### src/inc/erds_map.svh
// register offsets, descriptor fields and reset values of the rx descriptor engine
`ifndef ERDS_MAP_SVH
`define ERDS_MAP_SVH
// register offsets on the bus
`define ERDS_OFF_CTRL   8'h00
`define ERDS_OFF_BASE   8'h04
`define ERDS_OFF_CUR    8'h08
`define ERDS_OFF_STAT   8'h0c
`define ERDS_OFF_EVT    8'h10
`define ERDS_OFF_EVCLR  8'h14
`define ERDS_OFF_EVEN   8'h18
// control register bits
`define ERDS_CTRL_START 0
`define ERDS_CTRL_COPY  1
// reset values
`define ERDS_RST_COPY   1'b1
`define ERDS_RST_BASE   32'h0000_0000
`define ERDS_RST_EVEN   18'h0_0000
// status word fields
`define ERDS_OWN_BIT    31
`define ERDS_WRAP_BIT   30
`define ERDS_RFE_BIT    27
`define ERDS_FS_WIDTH   10
`define ERDS_FS_MASK    10'h2df
// frame position codes
`define ERDS_POS_MID    2'b00
`define ERDS_POS_END    2'b01
`define ERDS_POS_START  2'b10
`define ERDS_POS_ONE    2'b11
// descriptor layout in memory
`define ERDS_DESC_STRIDE 32'h0000_0010
`define ERDS_LEN_OFF    32'h0000_0004
`define ERDS_ADDR_OFF   32'h0000_0008
`define ERDS_BEAT_BYTES 17'h0_0004
// event register layout
`define ERDS_EV_WIDTH   18
`define ERDS_EV_DONE    16
`define ERDS_EV_STOP    17
// bus responses
`define ERDS_RESP_OKAY  2'b00
`define ERDS_RESP_SLVERR 2'b10
`endif

### src/inc/erds_pkg.sv
// types shared by the rx descriptor engine
package erds_pkg;
    typedef enum logic [5:0] {
        ERDS_IDLE    = 6'b000001,
        ERDS_RD_STAT = 6'b000010,
        ERDS_RD_LEN  = 6'b000100,
        ERDS_RD_ADDR = 6'b001000,
        ERDS_XFER    = 6'b010000,
        ERDS_WB      = 6'b100000
    } erds_state_t;
endpackage

### src/rtl/erds_event_flags.sv
// sticky event bits with enable mask and one level interrupt
`timescale 1ns/1ps
`default_nettype none
module erds_event_flags
    import erds_pkg::*;
#(
    parameter int W = 18
)
(
    input  wire logic         aclk,
    input  wire logic         aresetn,
    input  wire logic [W-1:0] set,
    input  wire logic [W-1:0] clr,
    input  wire logic [W-1:0] en_mask,
    output logic      [W-1:0] status,
    output logic              irq
);
    logic [W-1:0] status_r;
    logic [W-1:0] status_nxt;
    logic         irq_r;
    logic         irq_nxt;

    // set wins over a clear in the same cycle
    always_comb
    begin
        status_nxt = (status_r & ~clr) | set;
        irq_nxt    = |(status_nxt & en_mask);
    end

    // register flags and interrupt
    always_ff @(posedge aclk)
    begin
        if (!aresetn)
        begin
            status_r <= '0;
            irq_r    <= 1'b0;
        end
        else
        begin
            status_r <= status_nxt;
            irq_r    <= irq_nxt;
        end
    end

    assign status = status_r;
    assign irq    = irq_r;
endmodule
`default_nettype wire

### src/rtl/erds_axil_slave.sv
// axi4-lite slave front end handing single register accesses inward
`timescale 1ns/1ps
`default_nettype none
`include "erds_map.svh"
module erds_axil_slave
    import erds_pkg::*;
(
    input  wire logic        aclk,
    input  wire logic        aresetn,
    input  wire logic [7:0]  awaddr,
    input  wire logic        awvalid,
    output logic             awready,
    input  wire logic [31:0] wdata,
    input  wire logic [3:0]  wstrb,
    input  wire logic        wvalid,
    output logic             wready,
    output logic [1:0]       bresp,
    output logic             bvalid,
    input  wire logic        bready,
    input  wire logic [7:0]  araddr,
    input  wire logic        arvalid,
    output logic             arready,
    output logic [31:0]      rdata,
    output logic [1:0]       rresp,
    output logic             rvalid,
    input  wire logic        rready,
    output logic             wr_en,
    output logic [7:0]       wr_addr,
    output logic [31:0]      wr_data,
    output logic [3:0]       wr_strb,
    input  wire logic        wr_err,
    output logic [7:0]       rd_addr,
    input  wire logic [31:0] rd_data,
    input  wire logic        rd_err
);
    logic        aw_got_r, aw_got_nxt, w_got_r, w_got_nxt;
    logic        awready_r, awready_nxt, wready_r, wready_nxt;
    logic [7:0]  addr_r, addr_nxt;
    logic [31:0] data_r, data_nxt;
    logic [3:0]  strb_r, strb_nxt;
    logic        bvalid_r, bvalid_nxt, arready_r, arready_nxt;
    logic        rvalid_r, rvalid_nxt;
    logic [1:0]  bresp_r, bresp_nxt, rresp_r, rresp_nxt;
    logic [31:0] rdata_r, rdata_nxt;

    // address and data are caught in either order; the write fires once both are held
    always_comb
    begin
        aw_got_nxt = aw_got_r | (awvalid & awready_r);
        w_got_nxt  = w_got_r | (wvalid & wready_r);
        addr_nxt   = (awvalid & awready_r) ? awaddr : addr_r;
        data_nxt   = (wvalid & wready_r) ? wdata : data_r;
        strb_nxt   = (wvalid & wready_r) ? wstrb : strb_r;
        wr_en      = aw_got_r & w_got_r & ~bvalid_r;
        bvalid_nxt = bvalid_r & ~bready;
        bresp_nxt  = bresp_r;
        if (wr_en)
        begin
            aw_got_nxt = 1'b0;
            w_got_nxt  = 1'b0;
            bvalid_nxt = 1'b1;
            bresp_nxt  = wr_err ? `ERDS_RESP_SLVERR : `ERDS_RESP_OKAY;
        end
        awready_nxt = ~aw_got_nxt;
        wready_nxt  = ~w_got_nxt;
    end

    // one read at a time, answered the cycle after it is taken
    always_comb
    begin
        rvalid_nxt = rvalid_r & ~rready;
        rdata_nxt  = rdata_r;
        rresp_nxt  = rresp_r;
        if (arvalid && arready_r)
        begin
            rvalid_nxt = 1'b1;
            rdata_nxt  = rd_data;
            rresp_nxt  = rd_err ? `ERDS_RESP_SLVERR : `ERDS_RESP_OKAY;
        end
        arready_nxt = ~rvalid_nxt;
    end

    // register both channel groups
    always_ff @(posedge aclk)
    begin
        if (!aresetn)
        begin
            aw_got_r  <= 1'b0;
            w_got_r   <= 1'b0;
            awready_r <= 1'b0;
            wready_r  <= 1'b0;
            addr_r    <= 8'h00;
            data_r    <= 32'h0000_0000;
            strb_r    <= 4'h0;
            bvalid_r  <= 1'b0;
            bresp_r   <= `ERDS_RESP_OKAY;
            arready_r <= 1'b0;
            rvalid_r  <= 1'b0;
            rdata_r   <= 32'h0000_0000;
            rresp_r   <= `ERDS_RESP_OKAY;
        end
        else
        begin
            aw_got_r  <= aw_got_nxt;
            w_got_r   <= w_got_nxt;
            awready_r <= awready_nxt;
            wready_r  <= wready_nxt;
            addr_r    <= addr_nxt;
            data_r    <= data_nxt;
            strb_r    <= strb_nxt;
            bvalid_r  <= bvalid_nxt;
            bresp_r   <= bresp_nxt;
            arready_r <= arready_nxt;
            rvalid_r  <= rvalid_nxt;
            rdata_r   <= rdata_nxt;
            rresp_r   <= rresp_nxt;
        end
    end

    assign awready = awready_r;
    assign wready  = wready_r;
    assign bvalid  = bvalid_r;
    assign bresp   = bresp_r;
    assign arready = arready_r;
    assign rvalid  = rvalid_r;
    assign rdata   = rdata_r;
    assign rresp   = rresp_r;
    assign wr_addr = addr_r;
    assign wr_data = data_r;
    assign wr_strb = strb_r;
    assign rd_addr = araddr;
endmodule
`default_nettype wire

### src/rtl/erds_rx_desc_engine.sv
// receive descriptor engine: fetch, buffer fill and status word write-back
//
// How it works
// - write-back always clears the owned bit 31 of the status word
// - a fetched status word with owned bit 0 stops the engine
// - after a stop, a start request refetches the same descriptor
// - owned bit 1 on fetch: buffer taken, stream beats written into it
// - ring-wrap bit 30 set: next descriptor is the ring base
// - position bits 29:28 written back; 00 mid-frame, 01 frame end
// - summary error bit 27 set when any status bit set, if copy enabled
// - status bits 9,4,3,2,1,0 report errors, mirrored in event register
// - status bits 7 and 6 report multicast and unmatched address
// - a full buffer is written back non-final, then next descriptor
// - frame end written back final, next descriptor fetched, standby
`timescale 1ns/1ps
`default_nettype none
`include "erds_map.svh"
module erds_rx_desc_engine
    import erds_pkg::*;
(
    input  wire logic        aclk,
    input  wire logic        aresetn,
    input  wire logic [7:0]  s_axi_awaddr,
    input  wire logic        s_axi_awvalid,
    output logic             s_axi_awready,
    input  wire logic [31:0] s_axi_wdata,
    input  wire logic [3:0]  s_axi_wstrb,
    input  wire logic        s_axi_wvalid,
    output logic             s_axi_wready,
    output logic [1:0]       s_axi_bresp,
    output logic             s_axi_bvalid,
    input  wire logic        s_axi_bready,
    input  wire logic [7:0]  s_axi_araddr,
    input  wire logic        s_axi_arvalid,
    output logic             s_axi_arready,
    output logic [31:0]      s_axi_rdata,
    output logic [1:0]       s_axi_rresp,
    output logic             s_axi_rvalid,
    input  wire logic        s_axi_rready,
    output logic             mem_req,
    output logic             mem_we,
    output logic [31:0]      mem_addr,
    output logic [31:0]      mem_wdata,
    input  wire logic        mem_ack,
    input  wire logic [31:0] mem_rdata,
    input  wire logic        rx_valid,
    input  wire logic [31:0] rx_data,
    input  wire logic        rx_last,
    input  wire logic [9:0]  rx_status,
    output logic             rx_ready,
    output logic             irq
);
    localparam int EW = `ERDS_EV_WIDTH;

    logic              wr_en, wr_err, rd_err;
    logic [7:0]        wr_addr, rd_addr;
    logic [31:0]       wr_data, rd_data, wmask, wr_val;
    logic [3:0]        wr_strb;
    logic              copy_r, copy_nxt;
    logic [31:0]       base_r, base_nxt;
    logic [EW-1:0]     even_r, even_nxt, ev_set, ev_clr, ev_status;
    logic              start_pulse, base_wr;
    erds_state_t       state_r, state_nxt;
    logic [31:0]       desc_r, desc_nxt, bufa_r, bufa_nxt;
    logic [15:0]       blen_r, blen_nxt, bcnt_r, bcnt_nxt;
    logic              wrap_r, wrap_nxt, first_r, first_nxt;
    logic              flast_r, flast_nxt, run_r, run_nxt;
    logic [9:0]        fstat_r, fstat_nxt, fs_copy;
    logic              req_r, req_nxt, we_r, we_nxt, rdy_r, rdy_nxt;
    logic [31:0]       maddr_r, maddr_nxt, mdata_r, mdata_nxt, wb_word;
    logic [16:0]       fill;
    logic              full;

    // bus front end
    erds_axil_slave u_bus (
        .aclk    (aclk),
        .aresetn (aresetn),
        .awaddr  (s_axi_awaddr),
        .awvalid (s_axi_awvalid),
        .awready (s_axi_awready),
        .wdata   (s_axi_wdata),
        .wstrb   (s_axi_wstrb),
        .wvalid  (s_axi_wvalid),
        .wready  (s_axi_wready),
        .bresp   (s_axi_bresp),
        .bvalid  (s_axi_bvalid),
        .bready  (s_axi_bready),
        .araddr  (s_axi_araddr),
        .arvalid (s_axi_arvalid),
        .arready (s_axi_arready),
        .rdata   (s_axi_rdata),
        .rresp   (s_axi_rresp),
        .rvalid  (s_axi_rvalid),
        .rready  (s_axi_rready),
        .wr_en   (wr_en),
        .wr_addr (wr_addr),
        .wr_data (wr_data),
        .wr_strb (wr_strb),
        .wr_err  (wr_err),
        .rd_addr (rd_addr),
        .rd_data (rd_data),
        .rd_err  (rd_err)
    );

    // sticky event register, mirrors frame status bits plus done and stop
    erds_event_flags #(.W(EW)) u_evt (
        .aclk    (aclk),
        .aresetn (aresetn),
        .set     (ev_set),
        .clr     (ev_clr),
        .en_mask (even_r),
        .status  (ev_status),
        .irq     (irq)
    );

    // byte-lane mask and write decode
    always_comb
    begin
        wmask  = {{8{wr_strb[3]}}, {8{wr_strb[2]}}, {8{wr_strb[1]}}, {8{wr_strb[0]}}};
        wr_val = wr_data & wmask;
        wr_err = !(wr_addr inside {`ERDS_OFF_CTRL, `ERDS_OFF_BASE, `ERDS_OFF_CUR,
                                    `ERDS_OFF_STAT, `ERDS_OFF_EVT, `ERDS_OFF_EVCLR,
                                    `ERDS_OFF_EVEN});
        start_pulse = wr_en && wr_addr == `ERDS_OFF_CTRL && wr_val[`ERDS_CTRL_START];
        base_wr  = wr_en && wr_addr == `ERDS_OFF_BASE;
        copy_nxt = copy_r;
        base_nxt = base_r;
        even_nxt = even_r;
        ev_clr   = '0;
        if (wr_en && wr_addr == `ERDS_OFF_CTRL && wr_strb[0])
            copy_nxt = wr_data[`ERDS_CTRL_COPY];
        if (base_wr)
            base_nxt = (base_r & ~wmask) | wr_val;
        if (wr_en && wr_addr == `ERDS_OFF_EVEN)
            even_nxt = (even_r & ~wmask[EW-1:0]) | wr_val[EW-1:0];
        if (wr_en && wr_addr == `ERDS_OFF_EVCLR)
            ev_clr = wr_val[EW-1:0];
    end

    // read decode; the clear register reads as zero
    always_comb
    begin
        rd_err  = 1'b0;
        rd_data = 32'h0000_0000;
        unique case (rd_addr)
            `ERDS_OFF_CTRL:  rd_data = {30'h0, copy_r, 1'b0};
            `ERDS_OFF_BASE:  rd_data = base_r;
            `ERDS_OFF_CUR:   rd_data = desc_r;
            `ERDS_OFF_STAT:  rd_data = {25'h0, state_r, run_r};
            `ERDS_OFF_EVT:   rd_data = {14'h0, ev_status};
            `ERDS_OFF_EVCLR: rd_data = 32'h0000_0000;
            `ERDS_OFF_EVEN:  rd_data = {14'h0, even_r};
            default:         rd_err  = 1'b1;
        endcase
    end

    // register file
    always_ff @(posedge aclk)
    begin
        if (!aresetn)
        begin
            copy_r <= `ERDS_RST_COPY;
            base_r <= `ERDS_RST_BASE;
            even_r <= `ERDS_RST_EVEN;
        end
        else
        begin
            copy_r <= copy_nxt;
            base_r <= base_nxt;
            even_r <= even_nxt;
        end
    end

    // buffer fill level and write-back word
    always_comb
    begin
        fill    = {1'b0, bcnt_r} + `ERDS_BEAT_BYTES;
        full    = fill >= {1'b0, blen_r};
        fs_copy = copy_r ? (fstat_r & `ERDS_FS_MASK) : 10'h000;
        wb_word = {1'b0,
                   wrap_r,
                   first_r, flast_r,
                   |fs_copy,
                   17'h0_0000, fs_copy};
    end

    // descriptor state machine
    always_comb
    begin
        state_nxt = state_r;
        desc_nxt  = desc_r;
        bufa_nxt  = bufa_r;
        blen_nxt  = blen_r;
        bcnt_nxt  = bcnt_r;
        wrap_nxt  = wrap_r;
        first_nxt = first_r;
        flast_nxt = flast_r;
        run_nxt   = run_r;
        fstat_nxt = fstat_r;
        req_nxt   = req_r;
        we_nxt    = we_r;
        rdy_nxt   = rdy_r;
        maddr_nxt = maddr_r;
        mdata_nxt = mdata_r;
        ev_set    = '0;
        unique case (state_r)
            ERDS_IDLE:
            begin
                if (base_wr)
                    desc_nxt = base_nxt;
                if (start_pulse)
                begin
                    state_nxt = ERDS_RD_STAT;
                    run_nxt   = 1'b1;
                    req_nxt   = 1'b1;
                    we_nxt    = 1'b0;
                    maddr_nxt = desc_r;
                end
            end
            ERDS_RD_STAT:
                if (mem_ack)
                begin
                    if (!mem_rdata[`ERDS_OWN_BIT])
                    begin
                        state_nxt = ERDS_IDLE;
                        run_nxt   = 1'b0;
                        req_nxt   = 1'b0;
                        ev_set[`ERDS_EV_STOP] = 1'b1;
                    end
                    else
                    begin
                        state_nxt = ERDS_RD_LEN;
                        wrap_nxt  = mem_rdata[`ERDS_WRAP_BIT];
                        maddr_nxt = desc_r + `ERDS_LEN_OFF;
                    end
                end
            ERDS_RD_LEN:
                if (mem_ack)
                begin
                    state_nxt = ERDS_RD_ADDR;
                    blen_nxt  = mem_rdata[31:16];
                    maddr_nxt = desc_r + `ERDS_ADDR_OFF;
                end
            ERDS_RD_ADDR:
                if (mem_ack)
                begin
                    state_nxt = ERDS_XFER;
                    bufa_nxt  = mem_rdata;
                    bcnt_nxt  = 16'h0000;
                    req_nxt   = 1'b0;
                    rdy_nxt   = 1'b1;
                end
            ERDS_XFER:
                if (rdy_r && rx_valid)
                begin
                    rdy_nxt   = 1'b0;
                    req_nxt   = 1'b1;
                    we_nxt    = 1'b1;
                    maddr_nxt = bufa_r + {16'h0000, bcnt_r};
                    mdata_nxt = rx_data;
                    flast_nxt = rx_last;
                    fstat_nxt = fstat_r | (rx_status & `ERDS_FS_MASK);
                end
                else if (req_r && mem_ack)
                begin
                    bcnt_nxt = fill[15:0];
                    if (flast_r || full)
                    begin
                        state_nxt = ERDS_WB;
                        maddr_nxt = desc_r;
                        mdata_nxt = wb_word;
                    end
                    else
                    begin
                        req_nxt = 1'b0;
                        rdy_nxt = 1'b1;
                    end
                end
            ERDS_WB:
                if (mem_ack)
                begin
                    desc_nxt  = wrap_r ? base_r : desc_r + `ERDS_DESC_STRIDE;
                    first_nxt = flast_r;
                    flast_nxt = 1'b0;
                    if (flast_r)
                    begin
                        ev_set[9:0] = fstat_r;
                        ev_set[`ERDS_EV_DONE] = 1'b1;
                        fstat_nxt = 10'h000;
                    end
                    state_nxt = ERDS_RD_STAT;
                    we_nxt    = 1'b0;
                    maddr_nxt = wrap_r ? base_r : desc_r + `ERDS_DESC_STRIDE;
                end
        endcase
    end

    // engine registers
    always_ff @(posedge aclk)
    begin
        if (!aresetn)
        begin
            state_r <= ERDS_IDLE;
            desc_r  <= `ERDS_RST_BASE;
            bufa_r  <= 32'h0000_0000;
            blen_r  <= 16'h0000;
            bcnt_r  <= 16'h0000;
            wrap_r  <= 1'b0;
            first_r <= 1'b1;
            flast_r <= 1'b0;
            run_r   <= 1'b0;
            fstat_r <= 10'h000;
            req_r   <= 1'b0;
            we_r    <= 1'b0;
            rdy_r   <= 1'b0;
            maddr_r <= 32'h0000_0000;
            mdata_r <= 32'h0000_0000;
        end
        else
        begin
            state_r <= state_nxt;
            desc_r  <= desc_nxt;
            bufa_r  <= bufa_nxt;
            blen_r  <= blen_nxt;
            bcnt_r  <= bcnt_nxt;
            wrap_r  <= wrap_nxt;
            first_r <= first_nxt;
            flast_r <= flast_nxt;
            run_r   <= run_nxt;
            fstat_r <= fstat_nxt;
            req_r   <= req_nxt;
            we_r    <= we_nxt;
            rdy_r   <= rdy_nxt;
            maddr_r <= maddr_nxt;
            mdata_r <= mdata_nxt;
        end
    end

    assign mem_req   = req_r;
    assign mem_we    = we_r;
    assign mem_addr  = maddr_r;
    assign mem_wdata = mdata_r;
    assign rx_ready  = rdy_r;
endmodule
`default_nettype wire

### config.mk
export PLATFORM = sky130hd
export DESIGN_NAME = erds_rx_desc_engine
export DESIGN_NICKNAME = d
export VERILOG_FILES = /design/src/inc/erds_pkg.sv /design/src/rtl/erds_event_flags.sv /design/src/rtl/erds_axil_slave.sv /design/src/rtl/erds_rx_desc_engine.sv
export VERILOG_INCLUDE_DIRS = /design/src /design/src/inc
export SDC_FILE = /design/constraint.sdc
export NUM_CORES = 1
export LEC_CHECK = 0
export BUFFER_PORTS_ARGS = -buffer_cell sky130_fd_sc_hd__buf_2
export CAP_MARGIN = 40
export CORE_MARGIN = 1.5
export CORE_UTILIZATION = 60
export DETAILED_ROUTE_END_ITERATION = 8
export PLACE_DENSITY = 0.88
export SETUP_SLACK_MARGIN = 0.02
export SLEW_MARGIN = 20
export SYNTH_ARGS = -nofsm -noshare
export SYNTH_HDL_FRONTEND = slang
export SYNTH_HIERARCHICAL = 1
export SYNTH_SLANG_ARGS = --single-unit
### constraint.sdc
create_clock -name aclk -period 6.4 [get_ports aclk]
set_clock_uncertainty 0.2 [all_clocks]
set_input_delay 0 -clock aclk [delete_from_list [all_inputs] [get_ports aclk]]
set_output_delay 0 -clock aclk [all_outputs]
set_load 0.01 [all_outputs]
### After elaboration in Yosys (flattened, before gate mapping)

Index checks and enable logic that the tools add are counted.
Widths: inputs -> output; s select.

* mux-type cells: 71
* reduce and logical (&&, ||, !) cells: 40
* add/subtract/negate cells: 5
* bitwise gates (word level): 26
* eq/ne operators: 34
* $lt $le $gt $ge: 1

Operators by type and width (number)
* $mux 32: 14
* $pmux 32 s6: 1
* $pmux 32 s5: 1
* $mux 10: 7
* $and 32x32->32: 2
* $pmux 32 s2: 1
* $and 18x18->18: 3
* $eq 8x5->1 const B: 6
* $mux 16: 3
* $mux 6: 8
* $not 18->18: 2
* $or 18x18->18: 2
* $pmux 6 s6: 1
* $add 32x16->32: 1
* $add 32x3->32 const B: 1
* $add 32x4->32 const B: 1
* $add 32x5->32 const B: 1
* $eq 8x4->1 const B: 4
* $not 32->32: 1
* $or 32x32->32: 1
* $pmux 16 s2: 1
* $ne 2x2->1 const B: 13
* $mux 1: 24
* $pmux 10 s2: 1
* 36 further kinds: 77

* register bits after elaboration: 340
* output and inout port bits: 109
* logic and storage cells: 210
* input bits: 136

### Longest topological paths before layout

Gate-level depths: netlist of run 1.

* word-level depth: 9
* depth in mapped cells: 15
* gate-level depth less buffers: 13

### Hierarchy

Netlist of run 1, hierarchy kept.

By module, submodules not included
* erds_rx_desc_engine: area each 13442.9 µm², seq. area each 4604.4 µm², cells each 1757, times used 1
* erds_axil_slave: area each 3131.8 µm², seq. area each 1701.6 µm², cells each 374, times used 1
* erds_event_flags: area each 822.0 µm², seq. area each 380.4 µm², cells each 82, times used 1

### Worst setup path before layout of run 1

OpenSTA, ideal clock, no wires.

* path kind: register to register
* start: reg bcnt_r[4]
* end: reg maddr_r[30], in the netlist mem_addr[30]
* buffers on the path: 1
* required time: 6078 ps
* period minus slack after synthesis: 3566 ps
* setup time: 122 ps
* stages on the path, launching flop included: 15
* arrival time: 3244 ps
* slack: 2834 ps
* cells stage by stage: dfxtp_1 -> nand3_1 -> nor3_1 -> and2_1 -> nand3_1 -> xnor2_1 -> ha_1 -> nand4_1 -> nor3_1 -> a22oi_1 -> and3_1 -> a211oi_4 -> buf_4 -> mux2_1 -> o311a_1

* longest elaborated chain between the ends: 5
* elaborated cells on any way between the ends: 8
* those cells by class: 2 x add/sub; 1 x order compare; 1 x eq/ne; 2 x mux; 2 x reduce/logical

RTL lines
* from (decl): line erds_rx_desc_engine.sv:65 `logic [15:0] blen_r, blen_nxt, bcnt_r, bcnt_nxt;`
* from (signal assigned): line erds_rx_desc_engine.sv:325 `bcnt_r <= bcnt_nxt;`
* $add 16x3->17 (no line)
* $ge 17x16->1: line erds_rx_desc_engine.sv:178 `full = fill >= {1'b0, blen_r};`
* $logic_or 1x1->1: line erds_rx_desc_engine.sv:267 `if (flast_r || full)`
* $ne 3x3->1 (no line)
* $reduce_and 8->1 (no line)
* to (signal assigned): line erds_rx_desc_engine.sv:334 `maddr_r <= maddr_nxt;`
* to (decl): line erds_rx_desc_engine.sv:70 `logic [31:0] maddr_r, maddr_nxt, mdata_r, mdata_nxt, wb_word;`

Parallel ways exist; a longest one is shown, timed or not.
A chain may end at the register's enable or synchronous reset.

### Worst setup path after layout of run 1

* start: reg bcnt_r[2]
* end: reg maddr_r[8], in the netlist mem_addr[8]

Same word-level chain as after synthesis.

==> impl_metrics.json, run 1 <==
{
  "critPathRequiredTime_ps": 6650,
  "hp-start": "rx_data[18]",
  "hold_path_end": "mem_wdata[18]",
  "async_flop_share": 0,
  "overflow": 0,
  "wl_per_cell_um": 23.17,
  "r2r-start": "bcnt_r[2]",
  "total_power_mw": 5.219,
  "synth_edf_count": 0,
  "vias": 19930,
  "setup_slack_ps": 1850,
  "crit_arrival_ps": 4800,
  "period_minus_slack_ps": 4550,
  "area_growth_pct": 25.74,
  "via_per_inst": 6.716,
  "cap_viol_max_count": 0,
  "status": "finished, violations left",
  "dp_hpwl_mm": 39.21,
  "grt_pass1_wl_mm": 104.7,
  "firstDrtPassIters": 9,
  "tns_ps": 0,
  "clk_latency_ps": 550,
  "wirelength_mm": 68.76,
  "ant_nets": 0,
  "first_global_vias": 19110,
  "crit_path_end_kind": "flip-flop",
  "power_leakage_nw": 8.629,
  "dieHeight_um": 173.3,
  "final_core_util": 0.7642,
  "synth_warnings": 6,
  "drt_first_iter_violations": 3197,
  "tightest_slew_ps": 932.8,
  "slew_headroom": 0.3724,
  "hold_viol_final": 0,
  "cts_buffers": 36,
  "post-place-ws_ps": 2106,
  "cts-root-buf": "clkbuf_16",
  "antenna_found_initial": 2,
  "grt_max_degree": 87,
  "clkTransAtPathRegs_ps": 70,
  "timing.fmax_mhz": 219.8,
  "start_kind": "flip-flop",
  "syn_inst": 2213,
  "io_buffers": 240,
  "clk_path_buf_depth": 3,
  "whs_path_depth": 3,
  "yosysSeqAreaShare": 0.3843,
  "worstReg2RegEnd": "mem_addr[8]",
  "ys.flop_type": "dfxtp_1",
  "ys_ff_latch": 334,
  "synth_common_cells": "nand2_1 (382), dfxtp_1 (334), a21oi_1 (258), nor2_1 (149), clkbuf_1 (109)",
  "ioPinCount": 245,
  "violations": "DRC",
  "synth_area_sq_mm": 0.01740,
  "drv_slew": 0,
  "period_share": 0.7110,
  "setup_viol": 0,
  "nNetsFinal": 2725,
  "htreeDepth": 2,
  "path_class": "reg2reg",
  "ys_types": 86,
  "rsz0062_at_grt": "false",
  "finalHoldWorstSlack_ps": 17.95,
  "yosysTopAreaCell": "dfxtp_1",
  "synth_area_leaders": "dfxtp_1 (38%), nand2_1 (8.2%), a21oi_1 (7.4%)",
  "cts_tree": "built",
  "clock-sinks": 334,
  "row_count": 62,
  "initial_core_util": 0.6077,
  "remaining_drc_errors": 1,
  "drive_gt1_frac": 0.1594,
  "antennaDiodeCount": 0,
  "dieArea_sq_mm": 0.03002,
  "hold_class": "in2reg",
  "yosysMostFrequentCell": "nand2_1",
  "path_max_fanout": 24,
  "ir_drop_mv": 0.1917,
  "coreArea_sq_mm": 0.02863,
  "reg2reg_depth": 15,
  "yosys.area.top_type_share": 0.3843,
  "gp_congestion": 0.9631,
  "pwr_density_cell_mw_per_mm2": 238.6,
  "die_w_um": 173.3,
  "track_usage": 0.4342,
  "regToRegSetupSlack_ps": 1850,
  "syn_area_per_cell_sq_um": 7.861
}
## per-stage QoR
step	area, sq um	instances
final	21870	2968
after global routing	21870	2968
after CTS	21790	2964
after detailed placement	18640	2708
after global placement	18500	2696
after floorplan	17460	2229
## routing by layer
metal | track usage | part of all wire | up-vias
li1 | - | - | 8586
met1 | 0.5393 | 0.36 | 9108
met2 | 0.6804 | 0.44 | 1746
met3 | 0.1000 | 0.13 | 490
met4 | 0.2783 | 0.079 | 4
met5 | 0 | 0.00036 | -
## kinds of logic after synthesis
family / after synthesis / synth area share
other: 2 / 0.0004317
multiplexers: 43 / 0.02568
AO/OA/AOI/OAI: 690 / 0.2570
buffers and inverters: 218 / 0.05739
XOR/XNOR: 52 / 0.02618
AND/OR/NAND/NOR: 842 / 0.2259
adder cells (fa/ha/maj): 32 / 0.02301
flip-flops: 334 / 0.3843
## critical path: stages, from the launching register on
cell and delay [ps]:
dfxtp_1 450, nand3_1 190, nor3_1 640, and2_1 330, nand3_1 120, xnor2_1 170
ha_1 310, nand4_1 140, nor3_1 210, a22oi_1 110, and3_1 250, a211oi_4 500
buf_8 230, buf_4 260, o21ai_0 130, a31oi_1 230
## report_power, final
group          internal, mW  leakage [nW]  switching [mW]
sequential             2.15          2.70          0.0894
combinational         0.298          5.32           0.440
clock                  1.31         0.606           0.927
total                  3.76          8.63            1.46
## worst max-delay path by stage
stage | start | to | slack (ps) | cells past startpoint
after floorplan | bcnt_r[4] | mem_addr[30] | 2830 | 14
after global placement | bcnt_r[4] | mem_wdata[21] | 1700 | 13
after detailed placement | bcnt_r[2] | mem_addr[13] | 2110 | 15
after CTS | bcnt_r[2] | mem_addr[8] | 2050 | 15
after global routing | bcnt_r[2] | mem_addr[20] | 1660 | 15
final | bcnt_r[2] | mem_addr[8] | 1850 | 15
## registers in the layout, indices dropped and copies added (netlist names), 4 cells and up
name / cells
u_bus/wr_strb: 4
base_r: 32
blen_r: 16
bufa_r: 32
u_evt/status: 18
mem_wdata: 32
even_r: 18
mem_addr: 32
desc_r: 32
u_bus/wr_data: 32
u_bus/rdata: 32
u_bus/wr_addr: 8
state_r: 6
fstat_r: 8
bcnt_r: 14
## cell type report
class,count,area (sq um)
clock buffers,50,1003
clock inverters,15,236.5
fillers,1846,6750
inverters,38,145.1
multi-input cells,1677,9812
flip-flops and latches,334,6686
well taps,384,480.5
repair buffers,470,3511
## cell usage in the layout (no fill, tap or decap), types with 12 or more instances in the layout
cell           netlist  final
a21oi_1            258    257
nor3_1              32     30
nand3_1            105    105
conb_1               2     18
nor2b_1             19     19
clkbuf_16            0     36
dfxtp_1            334    334
nand2b_1            22     22
dlygate4sd3_1        0    191
nand2_1            382    382
xor2_1              22     22
inv_1               37     36
a21o_1              13     13
a22o_1              47     47
a22oi_1             19     19
ha_1                32     32
a21oi_2             15     16
o21a_1              28     28
buf_4               16     25
a31oi_1             26     26
nand4_1             15     15
a311oi_1            19     19
and2_1              22     21
buf_2               38    241
mux2i_1             30     30
xnor2_1             30     30
nor2_1             149    148
o211ai_1            34     34
a211oi_1            16     16
a221o_1             14     14
and3_1              34     34
o21ai_0            101    101
mux2_2              12     12
## timing repair
item                      CTS  global route
resized for setup           0             0
hold endpoints to repair  162             0
hold buffers              191             0
buffers inserted            0             0
(Power assumes the default switching activity.)
==> run 2: changes to the inputs <==
--- a/config.mk
+++ b/config.mk
@@ -6,12 +6,13 @@
 export SDC_FILE = /design/constraint.sdc
 export NUM_CORES = 1
 export LEC_CHECK = 0
+export ABC_AREA = 1
 export BUFFER_PORTS_ARGS = -buffer_cell sky130_fd_sc_hd__buf_2
 export CAP_MARGIN = 40
 export CORE_MARGIN = 1.5
-export CORE_UTILIZATION = 60
+export CORE_UTILIZATION = 53
 export DETAILED_ROUTE_END_ITERATION = 8
-export PLACE_DENSITY = 0.88
+export PLACE_DENSITY = 0.82
 export SETUP_SLACK_MARGIN = 0.02
 export SLEW_MARGIN = 20
 export SYNTH_ARGS = -nofsm -noshare
==> constraint.sdc (replaced) <==
create_clock -name aclk -period 3.8 [get_ports aclk]
set_clock_uncertainty 0.2 [all_clocks]
set_input_delay 0 -clock aclk [delete_from_list [all_inputs] [get_ports aclk]]
set_output_delay 0 -clock aclk [all_outputs]
set_load 0.01 [all_outputs]
==> impl_metrics.json, run 2 <==
{
  "status": "completed",
  "ys_types": 56,
  "cts_tree": "built",
  "htreeDepth": 2,
  "regToRegSetupSlack_ps": 240,
  "dieArea_sq_mm": 0.03651,
  "synth_area_leaders": "dfxtp_1 (36%), nand2_1 (13%), nor2_1 (10%)",
  "gp_congestion": 0.9597,
  "antenna_found_initial": 0,
  "nNetsFinal": 3540,
  "drt_first_iter_violations": 2463,
  "r2r-start": "bcnt_r[2]",
  "n_fill_cell": 2941,
  "clk_latency_ps": 570,
  "ys.flop_type": "dfxtp_1",
  "finalHoldWorstSlack_ps": 21.38,
  "synth_warnings": 6,
  "slowest_stage": "dfxtp_1",
  "path_max_fanout": 43,
  "mostFrequentLayoutCell": "nand2_1",
  "yosys.area.top_type_share": 0.3566,
  "hp-start": "mem_rdata[4]",
  "die_w_um": 191.1,
  "hold_class": "in2reg",
  "synth_common_cells": "nand2_1 (664), nor2_1 (514), inv_1 (375), dfxtp_1 (334), o21ai_0 (272)",
  "clkTransAtPathRegs_ps": 60,
  "worstReg2RegEnd": "mem_wdata[26]",
  "syn_inst": 2978,
  "final_cell_mix": "nand2_1 (664), nor2_1 (512), inv_1 (374)",
  "path_cells": "inv_1 > nor2_2 > nand4_1 > or2_2 > nor2_2 > nand4_1 > xnor2_2 > ha_1 > inv_1 > o211ai_1 > inv_1 > nand2_1 > nor2_4 > nand4_1 > nand3_2 > buf_12 > nand2_1 > a21oi_1",
  "setup_viol": 0,
  "drive_gt1_frac": 0.1180,
  "critPathRequiredTime_ps": 4060,
  "rsz0062_at_grt": "false",
  "syn_area_per_cell_sq_um": 6.295,
  "area_growth_pct": 25.63,
  "wirelength_mm": 74.14,
  "synth_edf_count": 0,
  "grt_pass1_wl_mm": 113.3,
  "cts-root-buf": "clkbuf_16",
  "start_kind": "flip-flop",
  "ir_drop_mv": 0.4133,
  "coreArea_sq_mm": 0.03471,
  "tns_ps": 0,
  "grt_max_degree": 139,
  "synth_area_sq_mm": 0.01875,
  "io_buffers": 240,
  "via_per_inst": 5.757,
  "remaining_drc_errors": 0,
  "path_class": "reg2reg",
  "yosysMostFrequentCell": "nand2_1",
  "vias": 22200,
  "hold_path_end": "bufa_r[4]",
  "clock-sinks": 334,
  "row_count": 68,
  "ys_ff_latch": 334,
  "slowest_delay_ps": 380,
  "pwr_density_cell_mw_per_mm2": 404.8,
  "overflow": 0,
  "ant_nets": 0,
  "first_global_vias": 20910,
  "ioPinCount": 245,
  "crit_arrival_ps": 3830,
  "cts_buffers": 37,
  "timing.fmax_mhz": 280.7,
  "period_minus_slack_ps": 3562,
  "path_delay_family": "simple AND/OR/NAND/NOR gates",
  "yosysSeqAreaShare": 0.3566,
  "dp_hpwl_mm": 48.69,
  "clk_path_buf_depth": 3,
  "initial_core_util": 0.5401,
  "worst-path-buf-inv": 4,
  "cap_viol_max_count": 0,
  "period_share": 0.9374,
  "whs_path_depth": 4,
  "crit_path_end_kind": "flip-flop",
  "regArea_sq_mm": 0.006686,
  "post-place-ws_ps": 213.4,
  "track_usage": 0.3968,
  "setup_slack_ps": 238.0,
  "power_leakage_nw": 10.28,
  "wl_per_cell_um": 19.23,
  "async_flop_share": 0,
  "hold_viol_final": 0,
  "yosysTopAreaCell": "dfxtp_1",
  "firstDrtPassIters": 6,
  "drv_slew": 0,
  "reg2reg_depth": 18,
  "dieHeight_um": 191.1,
  "tightest_slew_ps": 845.6,
  "multi_input_area_sq_mm": 0.009975,
  "slew_headroom": 0.4347
}
[run 2: cell types whose count changed after synthesis, moves of 47 or more]
cell     before  now
nor2_1      149  514
nand2_1     382  664
inv_1        37  375
a22o_1       47    0
o21ai_0     101  272
a21oi_1     258  211
nand3_1     105  157
[run 2: worst min-delay path, delay by kind of cell]
kind	cells	cell delay [ps]
buf+inv	2	610
simple gates	2	140
[run 2: layer usage]
layer	share of wire	GRT usage
met1	0.40	0.5011
met2	0.46	0.6529
met3	0.097	0.06352
met4	0.051	0.2031
met5	0	0
[run 2: timing repair]
item,CTS,global route
hold buffers,214,0
gates resized for setup,0,3
hold endpoints to repair,195,0
setup endpoints to repair,0,64
setup buffers,0,0
[run 2: cell type report]
cell class              count  area share
multi-input cells        2129      0.4235
flip-flops and latches    334      0.2839
repair buffers            486      0.1552
inverters                 384     0.06130
clock buffers              48     0.04452
well taps                 455     0.02417
clock inverters            18    0.007225
diodes                      2   0.0002125
[run 2: how the worst max path moves through the flow]
| stage | startpoint | to | slack [ps] | cells after the start |
|---|---|---|---|---|
| 2_1_floorplan | bcnt_r[2] | mem_addr[28] | 760 | 19 |
| 5_1_grt | bcnt_r[2] | mem_addr[4] | 20 | 17 |
| 6_report | bcnt_r[2] | mem_wdata[26] | 240 | 18 |
| 4_1_cts | bcnt_r[2] | mem_addr[25] | 220 | 19 |
| 3_5_place_dp | bcnt_r[2] | mem_addr[25] | 210 | 19 |
| 3_3_place_gp | bcnt_r[2] | mem_addr[19] | 380 | 19 |
[run 2: cells by family after synthesis]
kind of cell             share of synthesized area
buffers and inverters                       0.1143
AND/OR/NAND/NOR                             0.3209
adder cells (fa/ha/maj)                    0.02136
XOR/XNOR                                  0.007008
other                                    0.0004006
AO/OA/AOI/OAI                               0.1795
flip-flops                                  0.3566
[run 2: power breakdown]
part,switching [mW],internal (mW)
clock network,1.58,2.10
registers,0.315,3.76
logic,1.11,0.675
[run 2: per-stage QoR]
stage	instances	power, mW	instance area [sq um]	utilization
after floorplan	2986	5.048	18780	-
after global placement	3571	5.605	20140	0.5801
after detailed placement	3572	5.646	20150	0.5805
after CTS	3852	9.422	23510	0.6773
after global routing	3854	9.866	23550	0.6783
final	3856	9.533	23550	0.6785
